==> config.mk <==
export PLATFORM = sky130hd
export DESIGN_NAME = qsr_ctrl
export DESIGN_NICKNAME = d
export VERILOG_FILES = /design/src/qsr_pkg.sv /design/src/qsr_ctrl.sv
export SDC_FILE = /design/constraint.sdc
export NUM_CORES = 1
export LEC_CHECK = 0
export BUFFER_PORTS_ARGS = -buffer_cell sky130_fd_sc_hd__buf_2
export CAP_MARGIN = 25
export CELL_PAD_IN_SITES_DETAIL_PLACEMENT = 1
export CELL_PAD_IN_SITES_GLOBAL_PLACEMENT = 1
export CORE_MARGIN = 4
export CORE_UTILIZATION = 40
export DETAILED_ROUTE_END_ITERATION = 6
export MAX_ROUTING_LAYER = met4
export PLACE_DENSITY_LB_ADDON = 0.12
export SLEW_MARGIN = 30
export SYNTH_ARGS = -nofsm -noshare
export SYNTH_HDL_FRONTEND = slang
export SYNTH_SLANG_ARGS = --single-unit
==> constraint.sdc <==
create_clock -name clk_sys -period 13.4 [get_ports clk_sys]
set_input_delay 3.35 -clock clk_sys [delete_from_list [all_inputs] [get_ports clk_sys]]
set_output_delay 3.35 -clock clk_sys [all_outputs]
set_load 0.1 [all_outputs]
==> src/qsr_pkg.sv <==
// quad serial read controller: shared constants plus the serial clock divider
// assumes one system clock (clk_sys, 25 MHz) and an asynchronous active-high reset
`default_nettype none

package qsr_pkg;
  // ----------------------------------------------------------------
  // sizes and timing
  // ----------------------------------------------------------------
  localparam int          CLK_PS          = 40000;
  localparam int          SCLK_MIN_PS     = 12500;
  localparam int          SCLK_MIN_CYC    = (SCLK_MIN_PS + CLK_PS - 1) / CLK_PS;
  localparam int          WORD_MAX        = 128;
  localparam int          LEN_W           = 7;
  localparam int          CNT_W           = 12;
  localparam int          CMD_BITS        = 32;
  localparam logic [4:0]  CMD_LAST        = 5'h1f;
  localparam logic [1:0]  TAIL_PERIODS    = 2'h2;
  localparam logic [1:0]  LANE_SINGLE     = 2'h0;
  localparam logic [1:0]  LANE_DUAL       = 2'h1;
  localparam logic [1:0]  LANE_QUAD       = 2'h2;

  typedef enum logic [2:0] {QSR_IDLE, QSR_SEL, QSR_CMD, QSR_DATA, QSR_TAIL} qsr_state_t;
endpackage : qsr_pkg

// ------------------------------------------------------------------
// serial clock divider: period of factor+1 system cycles, minimum two
// ------------------------------------------------------------------
module qsr_clkdiv #(
  parameter int DIV_W = 8
) (
  input  wire logic             clk_sys,
  input  wire logic             rst,
  input  wire logic             run,
  input  wire logic [DIV_W-1:0] div,
  output logic                  rise_tk,
  output logic                  fall_tk
);
  logic [DIV_W:0] per;
  logic [DIV_W:0] hi_len;
  logic [DIV_W:0] lo_len;
  logic [DIV_W:0] cnt_r;

  // a factor of 0 or 1 cannot give a shorter period than two cycles
  always_comb begin
    per    = (div < DIV_W'(2)) ? (DIV_W+1)'(2) : {1'b0, div} + (DIV_W+1)'(1);
    hi_len = per >> 1;
    lo_len = per - hi_len;
  end

  always_ff @(posedge clk_sys or posedge rst) begin
    if (rst) begin
      cnt_r <= '0;
    end else if (!run || cnt_r == per - (DIV_W+1)'(1)) begin
      cnt_r <= '0;
    end else begin
      cnt_r <= cnt_r + (DIV_W+1)'(1);
    end
  end

  assign rise_tk = run && (cnt_r == lo_len - (DIV_W+1)'(1));
  assign fall_tk = run && (cnt_r == per - (DIV_W+1)'(1));
endmodule : qsr_clkdiv // qsr_clkdiv

`default_nettype wire

==> src/qsr_ctrl.sv <==
// quad serial read controller top: one memory-mapped request reads one frame of words
// assumes config ports are stable while busy and dq_i comes straight from the pads
`default_nettype none

module qsr_ctrl #(
  parameter int DIV_W = 8
) (
  input  wire logic                            clk_sys,
  input  wire logic                            rst,
  input  wire logic                            mm_req,
  input  wire logic [23:0]                     mm_addr,
  output logic                                 mm_ack,
  input  wire logic [7:0]                      cmd_opcode,
  input  wire logic [1:0]                      lane_mode,
  input  wire logic [qsr_pkg::LEN_W-1:0]       word_len,
  input  wire logic [qsr_pkg::CNT_W-1:0]       word_cnt,
  input  wire logic [1:0]                      select_to_clock_delay_field,
  input  wire logic [DIV_W-1:0]                serial_clock_divide_factor,
  input  wire logic                            word_irq_en,
  input  wire logic                            frame_irq_en,
  output logic                                 busy,
  output logic [qsr_pkg::WORD_MAX-1:0]         word_data,
  output logic                                 word_valid,
  output logic                                 frame_done,
  output logic                                 word_irq,
  output logic                                 frame_irq,
  output logic                                 sclk,
  output logic                                 cs_n,
  input  wire logic [3:0]                      dq_i,
  output logic [3:0]                           dq_o,
  output logic [3:0]                           dq_oe
);
  // ----------------------------------------------------------------
  // declarations
  // ----------------------------------------------------------------
  qsr_pkg::qsr_state_t                 state_r;
  logic                                rise_tk;
  logic                                fall_tk;
  logic [3:0]                          dq_s1_r;
  logic [3:0]                          dq_s2_r;
  logic [1:0]                          per_r;
  logic [4:0]                          cmd_cnt_r;
  logic [31:0]                         cmd_sh_r;
  logic [1:0]                          mode_r;
  logic [qsr_pkg::LEN_W-1:0]           len_r;
  logic [qsr_pkg::CNT_W-1:0]           words_r;
  logic [7:0]                          col_r;
  logic [7:0]                          col_nxt;
  logic [qsr_pkg::WORD_MAX-1:0]        sh_r;
  logic [qsr_pkg::WORD_MAX-1:0]        sh_nxt;
  logic                                accept;
  logic                                smp;
  logic                                wdone;

  function automatic logic [7:0] bits_per_edge(input logic [1:0] m);
    if (m == qsr_pkg::LANE_SINGLE) begin
      return 8'h01;
    end else if (m == qsr_pkg::LANE_DUAL) begin
      return 8'h02;
    end else begin
      return 8'h04;
    end
  endfunction

  // ----------------------------------------------------------------
  // clocking and input synchroniser
  // ----------------------------------------------------------------
  qsr_clkdiv #(.DIV_W(DIV_W)) u_div (
    .clk_sys (clk_sys),
    .rst     (rst),
    .run     (state_r != qsr_pkg::QSR_IDLE),
    .div     (serial_clock_divide_factor),
    .rise_tk (rise_tk),
    .fall_tk (fall_tk)
  );

  always_ff @(posedge clk_sys or posedge rst) begin
    if (rst) begin
      dq_s1_r <= '0;
      dq_s2_r <= '0;
    end else begin
      dq_s1_r <= dq_i;
      dq_s2_r <= dq_s1_r;
    end
  end

  assign accept = (state_r == qsr_pkg::QSR_IDLE) && mm_req;
  assign mm_ack = accept;
  assign busy   = (state_r != qsr_pkg::QSR_IDLE);
  assign smp    = (state_r == qsr_pkg::QSR_DATA) && fall_tk;

  // msb first: earlier bits move up, the lane group with d3/d1 on top
  always_comb begin
    col_nxt = col_r + bits_per_edge(mode_r);
    if (mode_r == qsr_pkg::LANE_SINGLE) begin
      sh_nxt = {sh_r[qsr_pkg::WORD_MAX-2:0], dq_s2_r[1]};
    end else if (mode_r == qsr_pkg::LANE_DUAL) begin
      sh_nxt = {sh_r[qsr_pkg::WORD_MAX-3:0], dq_s2_r[1:0]};
    end else begin
      sh_nxt = {sh_r[qsr_pkg::WORD_MAX-5:0], dq_s2_r};
    end
    wdone = smp && (col_nxt > {1'b0, len_r});
  end

  // ----------------------------------------------------------------
  // sequencer
  // ----------------------------------------------------------------
  always_ff @(posedge clk_sys or posedge rst) begin
    if (rst) begin
      state_r   <= qsr_pkg::QSR_IDLE;
      per_r     <= '0;
      cmd_cnt_r <= '0;
      words_r   <= '0;
    end else begin
      case (state_r)
        qsr_pkg::QSR_IDLE: begin
          per_r     <= '0;
          cmd_cnt_r <= '0;
          words_r   <= word_cnt;
          if (accept && select_to_clock_delay_field == 2'h0) begin
            state_r <= qsr_pkg::QSR_CMD;
          end else if (accept) begin
            state_r <= qsr_pkg::QSR_SEL;
          end
        end
        qsr_pkg::QSR_SEL: begin
          // clock held low for the programmed number of whole periods
          if (fall_tk && per_r == select_to_clock_delay_field - 2'h1) begin
            state_r <= qsr_pkg::QSR_CMD;
          end else if (fall_tk) begin
            per_r <= per_r + 2'h1;
          end
        end
        qsr_pkg::QSR_CMD: begin
          if (fall_tk && cmd_cnt_r == qsr_pkg::CMD_LAST) begin
            state_r <= qsr_pkg::QSR_DATA;
          end else if (fall_tk) begin
            cmd_cnt_r <= cmd_cnt_r + 5'h1;
          end
        end
        qsr_pkg::QSR_DATA: begin
          per_r <= '0;
          if (wdone && words_r == '0) begin
            state_r <= qsr_pkg::QSR_TAIL;
          end else if (wdone) begin
            words_r <= words_r - qsr_pkg::CNT_W'(1);
          end
        end
        qsr_pkg::QSR_TAIL: begin
          if (fall_tk && per_r == qsr_pkg::TAIL_PERIODS - 2'h1) begin
            state_r <= qsr_pkg::QSR_IDLE;
          end else if (fall_tk) begin
            per_r <= per_r + 2'h1;
          end
        end
        default: state_r <= qsr_pkg::QSR_IDLE;
      endcase
    end
  end

  // ----------------------------------------------------------------
  // pins: clock, select and command line
  // ----------------------------------------------------------------
  always_ff @(posedge clk_sys or posedge rst) begin
    if (rst) begin
      sclk <= 1'b0;
      cs_n <= 1'b1;
    end else begin
      // the clock only toggles while command or data bits move
      if (state_r != qsr_pkg::QSR_CMD && state_r != qsr_pkg::QSR_DATA) begin
        sclk <= 1'b0;
      end else if (rise_tk) begin
        sclk <= 1'b1;
      end else if (fall_tk) begin
        sclk <= 1'b0;
      end
      if (accept) begin
        cs_n <= 1'b0;
      end else if (state_r == qsr_pkg::QSR_TAIL && fall_tk && per_r == qsr_pkg::TAIL_PERIODS - 2'h1) begin
        cs_n <= 1'b1;
      end
    end
  end

  always_ff @(posedge clk_sys or posedge rst) begin
    if (rst) begin
      cmd_sh_r <= '0;
      dq_o     <= '0;
      dq_oe    <= '0;
    end else begin
      dq_o[3:1]  <= '0;
      dq_oe[3:1] <= '0;
      if (accept) begin
        cmd_sh_r <= {cmd_opcode, mm_addr};
      end
      // first bit goes out as the clocked periods begin, a full period before the first fall
      if ((accept && select_to_clock_delay_field == 2'h0) ||
          (state_r == qsr_pkg::QSR_SEL && fall_tk && per_r == select_to_clock_delay_field - 2'h1)) begin
        dq_o[0]  <= accept ? cmd_opcode[7] : cmd_sh_r[31];
        dq_oe[0] <= 1'b1;
      end else if (state_r == qsr_pkg::QSR_CMD && fall_tk && cmd_cnt_r == qsr_pkg::CMD_LAST) begin
        dq_o[0]  <= 1'b0;
        dq_oe[0] <= 1'b0;
      end else if (state_r == qsr_pkg::QSR_CMD && fall_tk) begin
        dq_o[0]  <= cmd_sh_r[30];
        cmd_sh_r <= {cmd_sh_r[30:0], 1'b0};
      end
    end
  end

  // ----------------------------------------------------------------
  // word assembly and completion events
  // ----------------------------------------------------------------
  always_ff @(posedge clk_sys or posedge rst) begin
    if (rst) begin
      mode_r <= qsr_pkg::LANE_SINGLE;
      len_r  <= '0;
      col_r  <= '0;
      sh_r   <= '0;
    end else if (accept) begin
      mode_r <= lane_mode;
      len_r  <= word_len;
      col_r  <= '0;
      sh_r   <= '0;
    end else if (wdone) begin
      col_r  <= '0;
      sh_r   <= '0;
    end else if (smp) begin
      col_r  <= col_nxt;
      sh_r   <= sh_nxt;
    end
  end

  always_ff @(posedge clk_sys or posedge rst) begin
    if (rst) begin
      word_data  <= '0;
      word_valid <= 1'b0;
      word_irq   <= 1'b0;
      frame_done <= 1'b0;
      frame_irq  <= 1'b0;
    end else begin
      word_valid <= wdone;
      word_irq   <= wdone && word_irq_en;
      frame_done <= wdone && words_r == '0;
      frame_irq  <= wdone && words_r == '0 && frame_irq_en;
      if (wdone) begin
        word_data <= sh_nxt;
      end
    end
  end
endmodule : qsr_ctrl // qsr_ctrl

`default_nettype wire

==> results of run 1 <==
-- state kept, by name, indices dropped and copies added (netlist names) --
name / count
frame_irq: 1
cs_n: 1
dq_s2_r: 4
dq_oe: 1
per_r: 2
mode_r: 2
word_valid: 1
len_r: 7
col_r: 8
word_irq: 1
words_r: 12
dq_s1_r: 4
cmd_cnt_r: 5
word_data: 128
sclk: 1
u_div.cnt_r: 9
frame_done: 1
cmd_sh_r: 32
dq_o: 1
sh_r: 127
state_r: 3
-- cell families (layout without fill, tap and decap cells) --
logic type	after synthesis	count (layout)	synth area share [%]
other	1	6	0.0215
AOI/OAI and AO/OA	509	509	16.5
adders and majority gates	36	36	2.67
xor gates and xnor gates	52	52	2.77
and+or+nand+nor	662	662	15.6
DFF	351	351	50.4
muxes	137	137	7.87
buffers and inverters	176	341	4.20
-- path summary, 6_finish.rpt --
| check | startpoint | end | depth (start not counted) | slack [ns] |
|---|---|---|---|---|
| max | serial_clock_divide_factor[0] | word_data[65]$_DFFE_PP0P_ | 16 | 5.63 |
| min | dq_s1_r[0]$_DFF_PP0_ | dq_s2_r[0]$_DFF_PP0_ | 0 | 0.35 |
| max reg2reg | mode_r[1]$_DFFE_PP0P_ | word_data[65]$_DFFE_PP0P_ | 16 | 6.41 |
| min reg2reg | dq_s1_r[0]$_DFF_PP0_ | dq_s2_r[0]$_DFF_PP0_ | 0 | 0.35 |
| max in group asynchronous | rst | sh_r[42]$_DFFE_PP0P_ | 4 | 8.67 |
| min in group asynchronous | rst | word_data[14]$_DFFE_PP0P_ | 2 | 2.89 |
-- cell usage after synthesis (3+ instances only) --
| library cell | n | area (sq um) |
|---|---|---|
| o211ai_1 | 3 | 22.5 |
| xor2_1 | 24 | 210 |
| o21ai_0 | 232 | 1160 |
| a31oi_1 | 32 | 200 |
| nor2_1 | 192 | 721 |
| nor3_1 | 16 | 80.1 |
| or3_1 | 4 | 25.0 |
| nand4_1 | 9 | 56.3 |
| inv_1 | 39 | 146 |
| buf_2 | 15 | 75.1 |
| o21ai_1 | 17 | 85.1 |
| a32oi_1 | 3 | 26.3 |
| and2_1 | 8 | 50.1 |
| a21oi_1 | 148 | 741 |
| a211oi_1 | 7 | 52.6 |
| xnor2_1 | 26 | 228 |
| and4_1 | 3 | 26.3 |
| nand2_1 | 376 | 1410 |
| nand3b_1 | 3 | 22.5 |
| buf_6 | 4 | 45.0 |
| buf_4 | 6 | 45.0 |
| nand2b_1 | 6 | 37.5 |
| mux2i_1 | 137 | 1370 |
| nor2b_1 | 5 | 31.3 |
| o21ai_2 | 30 | 263 |
| and3_1 | 9 | 56.3 |
| dfrtp_1 | 350 | 8760 |
| o21bai_1 | 4 | 30.0 |
| ha_1 | 34 | 425 |
| nand3_1 | 18 | 90.1 |
| o22ai_1 | 3 | 18.8 |
| buf_1 | 17 | 63.8 |
| a21o_1 | 10 | 75.1 |
| clkbuf_1 | 95 | 357 |
-- routing by layer --
metal	global-route usage, %	wire length, microns
met4	4.12	703
met1	27.8	22000
met5	-	0
met2	32.7	22300
met3	3.62	1730
-- layout make-up --
class / instances / area, sq um / area share, %
clock buffer: 62 / 1230 / 6.06
inverter: 39 / 159 / 0.784
tap: 585 / 732 / 3.61
timing repair buffer: 227 / 1200 / 5.93
clock inverter: 13 / 178 / 0.877
multi-input combinational: 1402 / 7970 / 39.3
sequential: 351 / 8790 / 43.4
-- power by group through the flow --
stage | Sequential [uW] | Clock, uW | Combinational (uW)
after floorplan | 1170 | 0 | 207
after global placement | 1190 | 0 | 256
after detailed placement | 1190 | 0 | 269
after CTS | 1170 | 1210 | 271
after global routing | 1180 | 1250 | 303
final | 1170 | 1170 | 265
-- stage by stage --
| stage | power (uW) | hold WS, ns | setup WS [ns] |
|---|---|---|---|
| floorplan | 1380 | 0.331 | 0.316 |
| global placement | 1440 | 0.334 | 5.21 |
| detailed placement | 1460 | 0.336 | 4.97 |
| CTS | 2650 | 0.356 | 5.56 |
| global route | 2740 | 0.365 | 5.16 |
| finish | 2600 | 0.346 | 5.63 |
==> impl_results.md, run 1 <==
* Tmin final at 7.77 ns
* Post-synthesis sequential area ratio at 50.4%
* Leak at 0.00941 uW
* Fillers at 5027
* Final hold violation count at 0
* RSZ-0062 raised after global routing: false
* Clock sinks at 351
* Wirelength per Cell at 17.4 microns
* Clock Path Buffers at 3
* Worst path max stage delay at 0.67 ns
* Crit share post-route at 58.0%
* Share of layout cells above drive strength 1 at 16.2%
* Total Wirelength at 46700 microns
* Port-buffer cells at 209
* Clk_lat worst skew at 0.56 ns
* Vias after detailed routing at 14100
* Crit path kind: in2reg
* Number of CTS-inserted buffers at 42
* Slowest CP cell: nand3_4
* Top FF cell, synth: dfrtp_1
* Maximum Capacitance Violations at 0
* Outcome: finished clean
* Post-CTS setup buffers at 0
* Area Growth Syn to Fin at 16.2%
* GPL Wtd Cong at 0.829
* Final TNS setup at 0 ns
* Dpl hpwl at 30800 microns
* DR pass1 iterations at 5
* Pwr per Cell Area at 128 nW/um^2
* CTS tree: done
* Final antenna-violating net count at 0
* Min-Delay Path Class: reg2reg
* GRT overflow at 0
* H-tree Lvls at 2
* Reg power frac at 45.0%
* DP Area at 18800 sq um
* Crit path buffers/inverters at 4
* Number of synthesized flops with an enable pin at 0
* Final Max Slew Viols at 0
* Slew margin rel. at 36.4%
* First-pass GRT wire length at 77900 microns
* Clock Skews at 0.0164 ns
* Cells along the critical path: buf_2 > ha_1 > nand3_1 > nor2_2 > xnor2_1 > ha_1 > nand3_1 > nor4bb_1 > o21ai_1 > a2111oi_4 > buf_4 > nand3_4 > buf_4 > buf_4 > nand2_1 > o21ai_0
* Final Util at 47.0%
* Ports at 216
* Yosys cell types at 66
* N_diodes at 0
* Final nets at 2171
* Core area at 43100 sq um
* Sw Ratio at 25.8%
* Logic pwr share at 10.2%
* Floorplan row count at 76
* Final Non-Filler Cells at 2679
* Initial antenna violation count at 0
* Syn avg cell area at 9.06 sq um
* CP delay by family, top: buffers and inverters
* Pin slew with the least headroom to its limit at 0.953 ns
* Die width at 217 microns
* Critical Path Sink Type: flip-flop
* Crit start category: input port
* Cts repair resizes at 0
* Inst Count DP at 2604
* Final instance area at 20300 sq um
* Vias in the first global route at 14600
* Worst-path clk slew at 0.06 ns
* Worst vdd ir at 0.176 mV
* Crit Path Max Fanout at 96
* Int Pwr at 1930 uW
* DRT iter0 DRCs at 792
* Most common cell after layout, fill and taps aside: nand2_1
* Initial core utilization at 40.5%
* # DRC at 0
* Achievable clock frequency at 129 MHz
* Total Routing Usage GR at 20.5%
* Largest net degree at the start of global routing at 131
* Worst Path Arrival at 8.17 ns
* Gate Count Post-Synth at 1924
* Clock root buffer: clkbuf_16
* Post-DR vias/cell at 5.25
* CP dominant cell by count: buf_4
* Die height at 217 microns
* # setup viols final at 0
* Yosys warnings at 0
* Most frequent cells in the layout: 376 x nand2_1, 348 x dfrtp_1, 232 x o21ai_0
* Req. time, crit path at 13.80 ns
* Die Footprint at 47000 sq um
* Hold buffer count at cts at 0
* #FFs+latches synth at 351
* Mapped cell area at 17400 sq um
* P_sw at 673 uW
* Ys async rst share at 100%
* Clock Power Share at 44.9%
(Power assumes the default switching activity.)
==> run 2, diff against run 1 <==
==> constraint.sdc (replaced) <==
create_clock -name clk_sys -period 6.55 [get_ports clk_sys]
set_input_delay 1.6375 -clock clk_sys [delete_from_list [all_inputs] [get_ports clk_sys]]
set_output_delay 1.6375 -clock clk_sys [all_outputs]
set_load 0.1 [all_outputs]
==> run 2 against run 1 <==
- clock skew grew 0.0089 ns
- die area is the same
- clock power grew 100%
- cell area grew 0.49%
- cell count grew 0.19%
- global-route usage shrank 0.084 points
- clock-buffer cell count grew 2
- worst setup slack lost 4.1 ns
- combinational power grew 100%
- total power grew 100%
- critical endpoint is now sh_r[40]$_DFFE_PP0P_
- highest routed layer unchanged
==> impl_results.md, run 2 (synthesized netlist as in run 1, its figures left out) <==
* Outcome: finished clean
* Max FFs per register at 128
* Initial core utilization at 40.5%
* Vias in the first global route at 14700
* Largest net degree at the start of global routing at 261
* Final Max Slew Viols at 0
* Worst-path clk slew at 0.05 ns
* RSZ-0062 raised after global routing: false
* Critical Path Sink Type: flip-flop
* Port-buffer cells at 209
* Cts repair resizes at 0
* Total Wirelength at 46500 microns
* Cells along the critical path: buf_2 > ha_1 > nand3_1 > nor2_2 > xnor2_1 > ha_1 > nor2b_1 > xnor3_1 > a211o_1 > a2111oi_4 > or3b_4 > buf_4 > o21ai_0
* Area Growth Syn to Fin at 16.8%
* Final TNS setup at 0 ns
* Worst vdd ir at 0.225 mV
* GRT overflow at 0
* First-pass GRT wire length at 78200 microns
* Slew margin rel. at 38.1%
* Clock Skews at 0.0252 ns
* Ports at 216
* Met1 Wirelength at 21600 microns
* Min-Delay Path Class: reg2reg
* Die Footprint at 47000 sq um
* Post-DR vias/cell at 5.21
* Worst Path Arrival at 5.45 ns
* Die width at 217 microns
* Crit path buffers/inverters at 2
* Clk_lat worst skew at 0.56 ns
* CP delay by family, top: simple AND/OR/NAND/NOR gates
* Leak at 0.00947 uW
* Crit share post-route at 76.0%
* Final nets at 2178
* Total power at 5290 uW
* # DRC at 0
* N_diodes at 0
* Metal2 WL at 22500 microns
* Dpl hpwl at 31300 microns
* Hold WS at 0.342 ns
* Top flop regs: word_data: 128 flops, sh_r: 127 flops, cmd_sh_r: 32 flops
* Hold buffer count at cts at 0
* DP Area at 18900 sq um
* Share of layout cells above drive strength 1 at 16.5%
* Final instance area at 20400 sq um
* CTS tree: done
* Crit start category: input port
* Most common cell after layout, fill and taps aside: nand2_1
* Number of CTS-inserted buffers at 43
* Maximum Capacitance Violations at 0
* Worst path max stage delay at 0.73 ns
* H-tree Lvls at 2
* Die height at 217 microns
* Post-CTS setup buffers at 0
* Core area at 43100 sq um
* DR pass1 iterations at 4
* Most frequent cells in the layout: 376 x nand2_1, 348 x dfrtp_1, 232 x o21ai_0
* Achievable clock frequency at 201 MHz
* Final antenna-violating net count at 0
* Clock sinks at 351
* DRT iter0 DRCs at 636
* Slowest CP cell: or3b_4
* Floorplan row count at 76
* Req. time, crit path at 7.02 ns
* Met3 WL post-DR at 1580 microns
* # setup viols final at 0
* Clock root buffer: clkbuf_16
* Crit path kind: in2reg
* Top sig layer: met4
* Clock Path Buffers at 3
* Final hold violation count at 0
* Total Routing Usage GR at 20.4%
* Vias after detailed routing at 14000
* Initial antenna violation count at 0
* Crit Path Max Fanout at 67
* Tmin final at 4.98 ns
* Register with the most flip-flops: word_data
* Wirelength per Cell at 17.3 microns
* GPL Wtd Cong at 0.782
* Pin slew with the least headroom to its limit at 0.926 ns
* CP dominant cell by count: ha_1
* Pwr per Cell Area at 260 nW/um^2
[run 2: worst register-to-register path, cell delays in order, from the launching register on]
cell	delay (ns)
dfrtp_4	0.50
nor2_1	0.38
ha_1	0.29
fa_1	0.25
a21o_1	0.15
and2_1	0.14
and3_1	0.19
xor2_1	0.22
ha_1	0.29
nand3_1	0.09
nor2_1	0.05
a21oi_1	0.13
a21o_1	0.39
or3b_4	0.77
buf_4	0.63
o21ai_0	0.18
[run 2: routing by layer]
layer / GRT usage, % / vias to the layer above
met1: 27.1 / 6905
met2: 33.1 / 193
met4: 5.40 / 0
li1: - / 6819
met5: - / -
met3: 2.97 / 60
[run 2: cell type report]
cell class              instances  area [sq um]
inverters                      39           150
fillers                      5083         22700
clock buffers                  64          1290
multi-input cells            1402          7970
well taps                     585           732
flip-flops and latches        351          8790
repair buffers                233          1320
clock inverters                10           119
[run 2: power breakdown]
| group | switching [uW] | internal [uW] | total (uW) |
|---|---|---|---|
| sequential | 119 | 2280 | 2400 |
| combinational | 320 | 223 | 543 |
| clock | 924 | 1430 | 2350 |
[run 2: metrics by stage]
stage	utilization [%]	cells	setup slack, ns
2_1_floorplan	-	1929	0.213
3_3_place_gp	43.8	2607	1.14
3_5_place_dp	43.9	2609	0.973
4_1_cts	47.2	2683	1.59
5_1_grt	47.3	2684	1.30
6_report	47.3	2684	1.57
[run 2: final timing paths]
path | depth (start not counted) | slack, ns | start | endpoint
setup / recovery | 13 | 1.57 | serial_clock_divide_factor[0] | sh_r[40]$_DFFE_PP0P_
hold / removal | 0 | 0.34 | dq_s1_r[1]$_DFF_PP0_ | dq_s2_r[1]$_DFF_PP0_
setup reg to reg | 15 | 1.76 | mode_r[0]$_DFFE_PP0P_ | sh_r[40]$_DFFE_PP0P_
hold reg to reg | 0 | 0.34 | dq_s1_r[1]$_DFF_PP0_ | dq_s2_r[1]$_DFF_PP0_
max in group asynchronous | 5 | 4.16 | rst | word_data[113]$_DFFE_PP0P_
min in group asynchronous | 2 | 0.95 | rst | word_data[38]$_DFFE_PP0P_
==> run 3, diff against run 2 <==
==> constraint.sdc (replaced) <==
create_clock -name clk_sys -period 4.05 [get_ports clk_sys]
set_input_delay 1.0125 -clock clk_sys [delete_from_list [all_inputs] [get_ports clk_sys]]
set_output_delay 1.0125 -clock clk_sys [all_outputs]
set_load 0.1 [all_outputs]
==> run 3 against run 2 <==
- cell area is 2.4% higher
- sequential power grew 61%
- combinational power rose by 72%
- critical path depth is 1 higher
- clock-buffer cell count is 2 lower
- wire length increased by 2.1%
- worst setup slack got worse by 1.4 ns
- global-route usage increased by 0.27 points
- non-clock buffer count is 47 higher
- die area stayed put
- critical endpoint is now sh_r[4]$_DFFE_PP0P_
- largest cell class unchanged
- largest power group unchanged
==> impl_results.md, run 3 (synthesized netlist as in run 1, its figures left out) <==
* Vias after detailed routing at 14200
* Share of layout cells above drive strength 1 at 18.6%
* Core area at 43100 sq um
* Dpl hpwl at 32700 microns
* Crit start category: flip-flop
* Clock Path Buffers at 3
* Slowest CP cell: or3b_4
* Crit share post-route at 96.5%
* Top flop regs: word_data: 128 flops, sh_r: 127 flops, cmd_sh_r: 32 flops
* DRT iter0 DRCs at 689
* Post-DR vias/cell at 5.21
* Clk_lat worst skew at 0.56 ns
* Clock sinks at 351
* Final hold violation count at 0
* Multi-input logic area at 7980 sq um
* CP delay by family, top: compound AO/OA/AOI/OAI gates
* Leak at 0.00973 uW
* Outcome: finished clean
* GRT overflow at 0
* Maximum Capacitance Violations at 0
* Die height at 217 microns
* Fillers at 5045
* Register with the most flip-flops: word_data
* Initial antenna violation count at 2
* Final Util at 48.4%
* Total Wirelength at 47500 microns
* Largest net degree at the start of global routing at 131
* Placement Setup Slack at -0.265 ns
* Register area at 8790 sq um
* Pwr per Cell Area at 412 nW/um^2
* Final nets at 2222
* Vias in the first global route at 15000
* Final instance area at 20800 sq um
* Wirelength per Cell at 17.4 microns
* Crit path buffers/inverters at 1
* Hold WS at 0.348 ns
* Achievable clock frequency at 256 MHz
* Final WS setup at 0.143 ns
* Total power at 8580 uW
* Worst-path clk slew at 0.06 ns
* Tmin final at 3.91 ns
* Min-Delay Path Class: reg2reg
* H-tree Lvls at 2
* DR pass1 iterations at 4
* Pin slew with the least headroom to its limit at 0.975 ns
* Final Max Slew Viols at 0
* # DRC at 0
* Most common cell after layout, fill and taps aside: nand2_1
* Port-buffer cells at 209
* Floorplan row count at 76
* Clock root buffer: clkbuf_16
* Worst path max stage delay at 0.48 ns
* Die width at 217 microns
* Final antenna-violating net count at 0
* First-pass GRT wire length at 78700 microns
* Slew margin rel. at 35.0%
* Post-CTS setup buffers at 0
* GPL Wtd Cong at 0.852
* Hold buffer count at cts at 0
* Clock Skews at 0.0214 ns
* Crit path kind: reg2reg
* Req. time, crit path at 4.51 ns
* CTS tree: done
* Cells along the critical path: nor2_1 > ha_1 > fa_1 > a21o_1 > and2_1 > and3_1 > xor2_2 > ha_1 > a21oi_1 > a21oi_1 > a21o_2 > or3b_4 > buf_12 > o21ai_0
* Area Growth Syn to Fin at 19.6%
* Worst Path Arrival at 4.37 ns
* Total Routing Usage GR at 20.7%
* Number of CTS-inserted buffers at 40
* Max FFs per register at 128
* Worst vdd ir at 0.293 mV
* Ports at 216
* # setup viols final at 0
* Die Footprint at 47000 sq um
* Critical Path Sink Type: flip-flop
* Crit Path Max Fanout at 42
* Initial core utilization at 40.5%
* DP Area at 19400 sq um
* Most frequent cells in the layout: 376 x nand2_1, 348 x dfrtp_1, 229 x o21ai_0
[run 3: cell types whose count changed in the layout (fill, tap and decap cells not counted), moves of 3 or more]
cell | before | now
buf_12 | 4 | 17
clkbuf_8 | 11 | 14
buf_4 | 18 | 53
clkbuf_16 | 44 | 41
o21ai_0 | 232 | 229
o21ai_1 | 17 | 20
[run 3: where the power goes]
group / internal, uW / switching [uW]
Clock: 2300 / 1470
Sequential: 3680 / 194
Combinational: 396 / 539
[run 3: routing by layer]
| metal | vias to the layer above | global-route usage [%] | part of all wire, % |
|---|---|---|---|
| met3 | 60 | 3.85 | 4.0 |
| li1 | 6916 | - | - |
| met5 | - | - | 0 |
| met2 | 214 | 33.1 | 47 |
| met1 | 7030 | 27.5 | 47 |
| met4 | 0 | 5.23 | 2.1 |
[run 3: layout make-up]
type | instances | area share, %
diodes | 2 | 0.0240
clock buffers | 62 | 5.97
clock inverters | 10 | 0.636
inverters | 39 | 0.720
multi-input cells | 1402 | 38.3
flip-flops and latches | 351 | 42.2
well taps | 585 | 3.51
repair buffers | 280 | 8.65
[run 3: through the flow]
step / cells / setup TNS [ns]
after floorplan: 1929 / -582.11
after global placement: 2656 / -8.46
after detailed placement: 2657 / -44.75
after CTS: 2729 / 0
after global routing: 2731 / -0.157
final: 2731 / 0
[run 3: what timing repair did]
action	CTS	global route
setup endpoints to repair	0	176
resized for setup	0	5
hold endpoints to repair	0	0
[run 3: final timing paths]
kind,startpoint,to,slack (ns),cells after the start
max,mode_r[1]$_DFFE_PP0P_,sh_r[4]$_DFFE_PP0P_,0.14,14
min,dq_s1_r[0]$_DFF_PP0_,dq_s2_r[0]$_DFF_PP0_,0.35,0
max reg2reg,mode_r[1]$_DFFE_PP0P_,sh_r[4]$_DFFE_PP0P_,0.14,14
min reg2reg,dq_s1_r[0]$_DFF_PP0_,dq_s2_r[0]$_DFF_PP0_,0.35,0
max in group asynchronous,rst,mode_r[0]$_DFFE_PP0P_,2.77,4
min in group asynchronous,rst,word_data[25]$_DFFE_PP0P_,0.48,2
